File: config.mk
export PLATFORM = sky130hd
export DESIGN_NAME = sas_adc_seq
export DESIGN_NICKNAME = d
export VERILOG_FILES = /design/src/core/sas_clk_div.v /design/src/core/sas_res_fmt.v /design/src/core/sas_adc_seq.v
export VERILOG_INCLUDE_DIRS = /design/src /design/src/core
export SDC_FILE = /design/constraint.sdc
export NUM_CORES = 1
export LEC_CHECK = 0
export ABC_AREA = 1
export ABC_CLOCK_PERIOD_IN_PS = 1900
export BUFFER_PORTS_ARGS = -buffer_cell sky130_fd_sc_hd__buf_4
export CAP_MARGIN = 20
export CORE_UTILIZATION = 40
export CTS_BUF_LIST = sky130_fd_sc_hd__clkbuf_8
export CTS_CLUSTER_SIZE = 28
export DETAILED_ROUTE_END_ITERATION = 10
export MAX_ROUTING_LAYER = met4
export SLEW_MARGIN = 30
export SYNTH_ARGS = -nofsm -noshare
export SYNTH_HDL_FRONTEND = slang
export SYNTH_SLANG_ARGS = --single-unit
File: constraint.sdc
create_clock -name clock_in -period 1.9 [get_ports clock_in]
set_input_delay 0.095 -clock clock_in [delete_from_list [all_inputs] [get_ports clock_in]]
set_output_delay 0.095 -clock clock_in [all_outputs]
set_load 0.02 [all_outputs]
File: src/core/sas_defs.vh
// register map, field positions and timing counts for the converter sequencer
`ifndef SAS_DEFS_VH
`define SAS_DEFS_VH

// =====================================================================
// register byte offsets
`define SAS_OFS_CTRL_FIRST   5'h00
`define SAS_OFS_CTRL_SECOND  5'h04
`define SAS_OFS_RES_HIGH     5'h08
`define SAS_OFS_RES_LOW      5'h0C
`define SAS_OFS_INT_CTRL     5'h10

// =====================================================================
// converter_control_first fields
`define SAS_F1_START         7
`define SAS_F1_BUSY          6
`define SAS_F1_POWER         5
`define SAS_F1_FORMAT        4
`define SAS_F1_CHAN_HI       3
`define SAS_F1_CHAN_LO       0

// converter_control_second fields
`define SAS_F2_INSEL_HI      7
`define SAS_F2_INSEL_LO      5
`define SAS_F2_REF_HI        4
`define SAS_F2_REF_LO        3
`define SAS_F2_DIV_HI        2
`define SAS_F2_DIV_LO        0

// interrupt control fields
`define SAS_FI_GLOBAL        0
`define SAS_FI_ENABLE        1
`define SAS_FI_FLAG          2

// =====================================================================
// internal signal select codes
`define SAS_INSEL_NONE       3'h0
`define SAS_INSEL_BANDGAP    3'h1
`define SAS_INSEL_TEMP       3'h2
`define SAS_INSEL_EXT_A      3'h5
`define SAS_INSEL_EXT_B      3'h6

// =====================================================================
// reset values and timing in converter clock cycles
`define SAS_RST_BYTE         8'h00
`define SAS_RST_RESULT       12'h000
`define SAS_SAR_TOP          12'h800
`define SAS_CONV_CYC         6'h0C
`define SAS_TOTAL_EXT        6'h10
`define SAS_TOTAL_TEMP       6'h38
`define SAS_BIT_TOP          4'hB

`endif

File: src/core/sas_clk_div.v
// converter clock divider: one-cycle tick every 2^select system clocks
`timescale 1ns/1ps
`default_nettype none
module sas_clk_div #(
  parameter SEL_W = 3
) (
  // clock and reset
  input  wire             clock_in,
  input  wire             resetn_in,
  // control
  input  wire             run_in,
  input  wire [SEL_W-1:0] select_in,
  // tick
  output wire             tick_out
);
  localparam CNT_W = (1 << SEL_W) - 1;

  reg  [CNT_W-1:0] count_r;
  wire [CNT_W-1:0] mask = ~({CNT_W{1'b1}} << select_in);

  // =====================================================================
  // free count, restarted whenever the converter is stopped
  always @(posedge clock_in or negedge resetn_in) begin
    if (!resetn_in) begin
      count_r <= {CNT_W{1'b0}};
    end else if (!run_in) begin
      count_r <= {CNT_W{1'b0}};
    end else begin
      count_r <= count_r + {{(CNT_W-1){1'b0}}, 1'b1};
    end
  end

  // divide by 1, 2, 4 ... 128 for codes 000 to 111
  assign tick_out = run_in & ((count_r & mask) == mask);
endmodule // sas_clk_div
`default_nettype wire

File: src/core/sas_res_fmt.v
// packs the 12-bit result into the high and low result bytes
`timescale 1ns/1ps
`default_nettype none
module sas_res_fmt (
  // input
  input  wire [11:0] code_in,
  input  wire        format_in,
  // packed bytes
  output wire [7:0]  high_out,
  output wire [7:0]  low_out
);
  // format 0: left justified, format 1: right justified
  assign high_out = format_in ? {4'h0, code_in[11:8]} : code_in[11:4];
  assign low_out  = format_in ? code_in[7:0] : {code_in[3:0], 4'h0};
endmodule // sas_res_fmt
`default_nettype wire

File: src/core/sas_adc_seq.v
// successive-approximation converter sequencer with Avalon-MM registers
//
// Chosen here: the Avalon-MM slave port and the register addresses.
`timescale 1ns/1ps
`default_nettype none
`include "sas_defs.vh"
module sas_adc_seq (
  // clock and reset
  input  wire        clock_in,
  input  wire        resetn_in,
  // avalon-mm slave
  input  wire [4:0]  avs_address_in,
  input  wire        avs_read_in,
  input  wire        avs_write_in,
  input  wire [31:0] avs_writedata_in,
  output reg  [31:0] avs_readdata_out,
  output wire        avs_waitrequest_out,
  // analog front end
  input  wire        comparator_in,
  output wire        power_enable_out,
  output wire        sample_out,
  output wire [11:0] dac_code_out,
  output wire [3:0]  external_channel_select_out,
  output wire        external_connect_out,
  output wire [2:0]  internal_signal_select_out,
  output wire [1:0]  reference_source_select_out,
  // interrupt
  output wire        irq_out
);
  // =====================================================================
  // states
  localparam ST_IDLE   = 2'b00;
  localparam ST_SAMPLE = 2'b01;
  localparam ST_CONV   = 2'b10;

  // =====================================================================
  // registers
  reg        start_r;
  reg        start_d_r;
  reg        power_r;
  reg        format_r;
  reg  [3:0] chan_r;
  reg  [2:0] insel_r;
  reg  [1:0] ref_r;
  reg  [2:0] div_r;
  reg        gie_r;
  reg        cie_r;
  reg        flag_r;
  reg        busy_r;
  reg  [1:0] state_r;
  reg  [5:0] cnt_r;
  reg  [3:0] bit_r;
  reg [11:0] sar_r;
  reg  [7:0] res_high_r;
  reg  [7:0] res_low_r;
  reg        ack_r;

  wire       tick;
  wire [7:0] fmt_high;
  wire [7:0] fmt_low;
  wire       wr_take = avs_write_in & ack_r;
  wire       wr_first = wr_take & (avs_address_in == `SAS_OFS_CTRL_FIRST);
  wire       wr_second = wr_take & (avs_address_in == `SAS_OFS_CTRL_SECOND);
  wire       wr_int = wr_take & (avs_address_in == `SAS_OFS_INT_CTRL);
  wire       start_rise = start_r & ~start_d_r;
  wire       start_fall = ~start_r & start_d_r;
  wire       temp_sel = (insel_r == `SAS_INSEL_TEMP);
  wire [5:0] sample_len = (temp_sel ? `SAS_TOTAL_TEMP : `SAS_TOTAL_EXT) - `SAS_CONV_CYC;
  wire [11:0] trial = `SAS_SAR_TOP >> (`SAS_BIT_TOP - bit_r);
  wire       last_bit = (bit_r == 4'h0);
  wire       done = (state_r == ST_CONV) & tick & last_bit;
  wire [11:0] final_code = comparator_in ? sar_r : (sar_r & ~trial);

  // =====================================================================
  // converter clock and result packing
  sas_clk_div #(
    .SEL_W     (3)
  ) u_div (
    .clock_in  (clock_in),
    .resetn_in (resetn_in),
    .run_in    (power_r & (state_r != ST_IDLE)),
    .select_in (div_r),
    .tick_out  (tick)
  );

  sas_res_fmt u_fmt (
    .code_in   (final_code),
    .format_in (format_r),
    .high_out  (fmt_high),
    .low_out   (fmt_low)
  );

  // =====================================================================
  // bus slave: one wait cycle per access, so the cpu is only held for
  // the access itself and never for the conversion
  assign avs_waitrequest_out = (avs_read_in | avs_write_in) & ~ack_r;

  always @(posedge clock_in or negedge resetn_in) begin
    if (!resetn_in) begin
      ack_r            <= 1'b0;
      avs_readdata_out <= 32'h0000_0000;
    end else begin
      ack_r <= (avs_read_in | avs_write_in) & ~ack_r;
      if (avs_read_in & ~ack_r) begin
        case (avs_address_in)
          `SAS_OFS_CTRL_FIRST: begin
            // busy is read here for polling
            avs_readdata_out <= {24'h00_0000, start_r, busy_r, power_r,
                                 format_r, chan_r};
          end
          `SAS_OFS_CTRL_SECOND: begin
            avs_readdata_out <= {24'h00_0000, insel_r, ref_r, div_r};
          end
          `SAS_OFS_RES_HIGH: begin
            avs_readdata_out <= {24'h00_0000, res_high_r};
          end
          `SAS_OFS_RES_LOW: begin
            avs_readdata_out <= {24'h00_0000, res_low_r};
          end
          `SAS_OFS_INT_CTRL: begin
            avs_readdata_out <= {29'h0000_0000, flag_r, cie_r, gie_r};
          end
          default: begin
            avs_readdata_out <= 32'h0000_0000;
          end
        endcase
      end
    end
  end

  // =====================================================================
  // control registers
  always @(posedge clock_in or negedge resetn_in) begin
    if (!resetn_in) begin
      start_r   <= 1'b0;
      start_d_r <= 1'b0;
      power_r   <= 1'b0;
      format_r  <= 1'b0;
      chan_r    <= 4'h0;
      insel_r   <= `SAS_INSEL_NONE;
      ref_r     <= 2'h0;
      div_r     <= 3'h0;
      gie_r     <= 1'b0;
      cie_r     <= 1'b0;
    end else begin
      start_d_r <= start_r;
      if (wr_first) begin
        // 20H: power on, external input zero
        start_r  <= avs_writedata_in[`SAS_F1_START];
        power_r  <= avs_writedata_in[`SAS_F1_POWER];
        format_r <= avs_writedata_in[`SAS_F1_FORMAT];
        chan_r   <= avs_writedata_in[`SAS_F1_CHAN_HI:`SAS_F1_CHAN_LO];
      end
      if (wr_second) begin
        insel_r <= avs_writedata_in[`SAS_F2_INSEL_HI:`SAS_F2_INSEL_LO];
        ref_r   <= avs_writedata_in[`SAS_F2_REF_HI:`SAS_F2_REF_LO];
        div_r   <= avs_writedata_in[`SAS_F2_DIV_HI:`SAS_F2_DIV_LO];
      end
      if (wr_int) begin
        gie_r <= avs_writedata_in[`SAS_FI_GLOBAL];
        cie_r <= avs_writedata_in[`SAS_FI_ENABLE];
      end
    end
  end

  // =====================================================================
  // request flag: completion wins over a clearing write
  always @(posedge clock_in or negedge resetn_in) begin
    if (!resetn_in) begin
      flag_r <= 1'b0;
    end else if (done) begin
      flag_r <= 1'b1;
    end else if (wr_int & ~avs_writedata_in[`SAS_FI_FLAG]) begin
      flag_r <= 1'b0;
    end
  end

  assign irq_out = flag_r & gie_r & cie_r;

  // =====================================================================
  // conversion sequencer
  always @(posedge clock_in or negedge resetn_in) begin
    if (!resetn_in) begin
      state_r    <= ST_IDLE;
      busy_r     <= 1'b0;
      cnt_r      <= 6'h00;
      bit_r      <= `SAS_BIT_TOP;
      sar_r      <= `SAS_RST_RESULT;
      res_high_r <= `SAS_RST_BYTE;
      res_low_r  <= `SAS_RST_BYTE;
    end else if (!power_r) begin
      // powered down: abandon any conversion
      state_r <= ST_IDLE;
      busy_r  <= 1'b0;
    end else if (start_rise) begin
      // rising start edge resets the conversion logic
      state_r <= ST_IDLE;
      busy_r  <= 1'b0;
    end else if (start_fall) begin
      // falling start edge begins sampling, busy set
      state_r <= ST_SAMPLE;
      busy_r  <= 1'b1;
      cnt_r   <= 6'h00;
    end else begin
      case (state_r)
        ST_SAMPLE: begin
          if (tick) begin
            // 4 cycles external, 44 for temperature
            if (cnt_r == sample_len - 6'h01) begin
              state_r <= ST_CONV;
              bit_r   <= `SAS_BIT_TOP;
              sar_r   <= `SAS_SAR_TOP;
            end else begin
              cnt_r <= cnt_r + 6'h01;
            end
          end
        end
        ST_CONV: begin
          if (tick) begin
            // one bit per converter cycle, 12 cycles
            if (last_bit) begin
              state_r    <= ST_IDLE;
              busy_r     <= 1'b0;
              sar_r      <= final_code;
              // both bytes load in the same edge
              res_high_r <= fmt_high;
              res_low_r  <= fmt_low;
            end else begin
              sar_r <= final_code | (trial >> 1);
              bit_r <= bit_r - 4'h1;
            end
          end
        end
        default: begin
          state_r <= ST_IDLE;
        end
      endcase
    end
  end

  // =====================================================================
  // input routing decode
  reg        ext_permit;

  // an internal source shares the converter input with the pins, so the
  // pins may only be connected for the select codes that leave them free;
  // a software slip then cannot short an internal signal onto a pin
  always @* begin
    case (insel_r)
      `SAS_INSEL_NONE: begin
        ext_permit = 1'b1;
      end
      `SAS_INSEL_EXT_A: begin
        ext_permit = 1'b1;
      end
      `SAS_INSEL_EXT_B: begin
        ext_permit = 1'b1;
      end
      default: begin
        ext_permit = 1'b0;
      end
    endcase
  end

  // =====================================================================
  // analog side controls
  // limitation: the divider restarts at every start, so the first
  // converter cycle is a full period long whatever the bus timing was
  assign power_enable_out            = power_r;
  assign sample_out                  = (state_r == ST_SAMPLE);
  assign dac_code_out                = sar_r;
  assign external_channel_select_out = chan_r;
  assign internal_signal_select_out  = insel_r;
  assign reference_source_select_out = ref_r;
  // external pin connected only for a 0xxx channel and a permitting select
  assign external_connect_out = ~chan_r[3] & ext_permit;
endmodule // sas_adc_seq
`default_nettype wire

==> run metrics <==
status=finished, final reports clean; unrepaired setup endpoints after global routing=no; clk_lat worst skew=roughly 350 ps; most common cell after layout, fill and taps aside=nand2_1; synthesized area per cell=roughly 8 um^2; post-layout net count=approximately 700; CP endpoint kind=flop; DRC viols=0; Synth cell types=between 40 and 50; core footprint=around 11,000 um^2; asr flop ratio synth=between 90% and 100%; area of the multi-input gates=2260 um^2; Leakage=2.73 nW; I/O pin count=100; MaxCap Viol Count=0; Post-synth EDFFs=0; hold crit path type=in2reg; Reg area=roughly 1900 um^2; Syn Inst Count=between 500 and 600; synthesis-stage register bit count=76; Hold WS=roughly 16 ps; worst vdd ir=approximately 0.5 mV; via count=between 3,000 and 4,000; GRT Total Usage=between 20% and 30%; area delta synth->final=20.5%; die height=108 um; ANT cells=0; sequential fraction of the synthesis area=42.4%; crit-path max FO=32; DR WL/cell=~13 um; drt first pass iters=4; hpwl dp=approximately 7900 um; root buffer cell=clkbuf_8; htree depth=3; Inserted Clock Buffers=9; largest net degree at the start of global routing=54; row cnt=38; worst-margin pin slew=roughly 500 ps; # setup viols final=0; Pwr Total=4.25 mW; antenna violations before repair=0; Initial Util=between 40% and 50%; total grt overflow=0; Worst EP required=between 2000 and 2500 ps; FMAX=between 500 and 600 MHz; DRT iter0 DRCs=180; power density over cell area=784 nW/um^2; first-pass GRT wire length=about 18,000 um; chip width=108 um; die area=approximately 12,000 um^2; CTS Buffer Depth=2; Synth area leader=dfrtp_1; PnR worst setup slack=140 ps; most frequent cells in the layout=nand2_1 (192), dfrtp_1 (72), buf_4 (67); vias in the first global route=3,674; vias per cell=slightly below 5; type of the worst setup path=reg2reg; Routed WL=between 10,000 and 15,000 um; Mapped Area=around 4500 um^2; Setup crit start kind=flop; max-slew violation count=0; Final period util=between 90% and 100%; GP Congestion=around 0.91; Tmin final=1760 ps; critical path arrival=approximately 2000 ps; synth warn=0; Layout Skew=between 5 and 6 ps; post-synth top area share=40.6%; Top FF cell, synth=dfrtp_1; CTS tree=done; Routed Antenna Nets=0; DP Worst Slack=-53.9 ps; layout cells sized above 1=a little over a fifth; Synth area leaders=dfrtp_1 (41%), nand2_1 (16%), inv_1 (4.4%), buf_4 (4.2%), ha_1 (3.9%); Slew headroom=between 60 and 70%; clk slew on worst S/H paths=approximately 80 ps; # fillers=around 1,100; Clock Sinks=between 70 and 80; Final Hold Fails=0; IO buf count=51
## state kept, by name (all words and copies together), names as in the netlist
signal,count
res_high_r,8
cie_r,1
start_r,1
power_enable_out,1
start_d_r,1
div_r,3
state_r,2
internal_signal_select_out,3
gie_r,1
reference_source_select_out,2
busy_r,1
res_low_r,8
cnt_r,6
bit_r,4
format_r,1
dac_code_out,12
u_div.count_r,7
external_channel_select_out,4
flag_r,1
avs_readdata_out,8
ack_r,1
## metal layers
| metal | vias to the layer above | share of wire [%] | GRT usage (%) |
|---|---|---|---|
| li1 | 1947 | - | - |
| met1 | 1786 | 48 | 27.1 |
| met2 | 105 | 45 | 30.5 |
| met3 | 15 | 4.9 | 3.44 |
| met4 | 0 | 1.7 | 7.93 |
| met5 | - | 0 | - |
## stage by stage
step / std cells / util (%) / setup TNS, ps / instance area, um^2
CTS: 789 / 48.9 / 0 / 5330
floorplan: 601 / - / 0 / 4580
global placement: 771 / 46.1 / 0 / 5020
global route: 790 / 49.8 / 0 / 5420
finish: 790 / 49.8 / 0 / 5420
detailed placement: 771 / 46.1 / -120 / 5020
## synth_stat cells (2+ instances only)
master and n:
nand2_1 192, dfrtp_1 73, inv_1 53, o21ai_0 34
nor2_1 33, nand3_1 28, buf_4 25, o21ai_2 17
a21oi_1 14, ha_1 14, nand4_1 14, nor3_1 11
o21ai_1 8, a21boi_0 7, clkbuf_1 7, nand2_2 6
buf_6 5, xor2_1 5, nor2_4 4, dfstp_2 3
a31oi_1 2, and3_1 2, buf_2 2, nor4_4 2
## layout make-up
| class | instances | area share [%] |
|---|---|---|
| multi-input combinational | 430 | 41.8 |
| sequential | 76 | 35.2 |
| timing repair buffer | 72 | 10.6 |
| inverter | 56 | 3.90 |
| tap | 140 | 3.23 |
| clock inverter | 7 | 3.00 |
| clock buffer | 9 | 2.29 |
## cells by family (layout without fill, tap and decap cells)
kind of cell / after synthesis / after routing / synth area share, %
xor gates and xnor gates: 6 / 6 / 1.17
adders and majority gates: 14 / 14 / 3.90
AOI/OAI and AO/OA: 85 / 85 / 11.5
DFF: 76 / 76 / 42.4
muxes: 1 / 1 / 0.334
other: 1 / 24 / 0.0834
and+or+nand+nor: 300 / 300 / 29.7
buffers and inverters: 95 / 144 / 10.9
## what timing repair did
item	CTS	global route
hold buffers	2	0
gates resized for setup	5	24
endpoints found under the setup margin	6	41
pin swaps	0	2
hold endpoints to repair	43	0
gates cloned	0	0
setup buffers	0	1
## worst max-delay path: stages (launching register included)
cell,delay [ps]
dfrtp_1,370
inv_1,70
ha_1,250
nor2_4,110
nand2_1,100
nor2_4,170
nand2_4,100
clkinv_2,80
nand3_4,60
buf_12,180
nand2_1,90
o21ai_2,60
## power by group
part | switching (mW) | internal (mW) | total, mW
logic | 0.443 | 0.245 | 0.688
clock network | 0.623 | 1.14 | 1.76
registers | 0.0968 | 1.71 | 1.80
## worst paths after layout
| kind | startpoint | end | slack [ps] | cells past startpoint |
|---|---|---|---|---|
| worst max-delay path | state_r[0] | res_low_r[0] | 140 | 11 |
| worst min-delay path | avs_writedata_in[4] | reference_source_select_out[1] | 20 | 3 |
| worst max register to register | state_r[0] | res_low_r[0] | 140 | 11 |
| worst min register to register | start_r | start_d_r | 450 | 0 |
| max in group asynchronous | resetn_in | start_r | 1130 | 3 |
| min in group asynchronous | resetn_in | cnt_r[4] | 180 | 2 |
(Power assumes the default switching activity.)
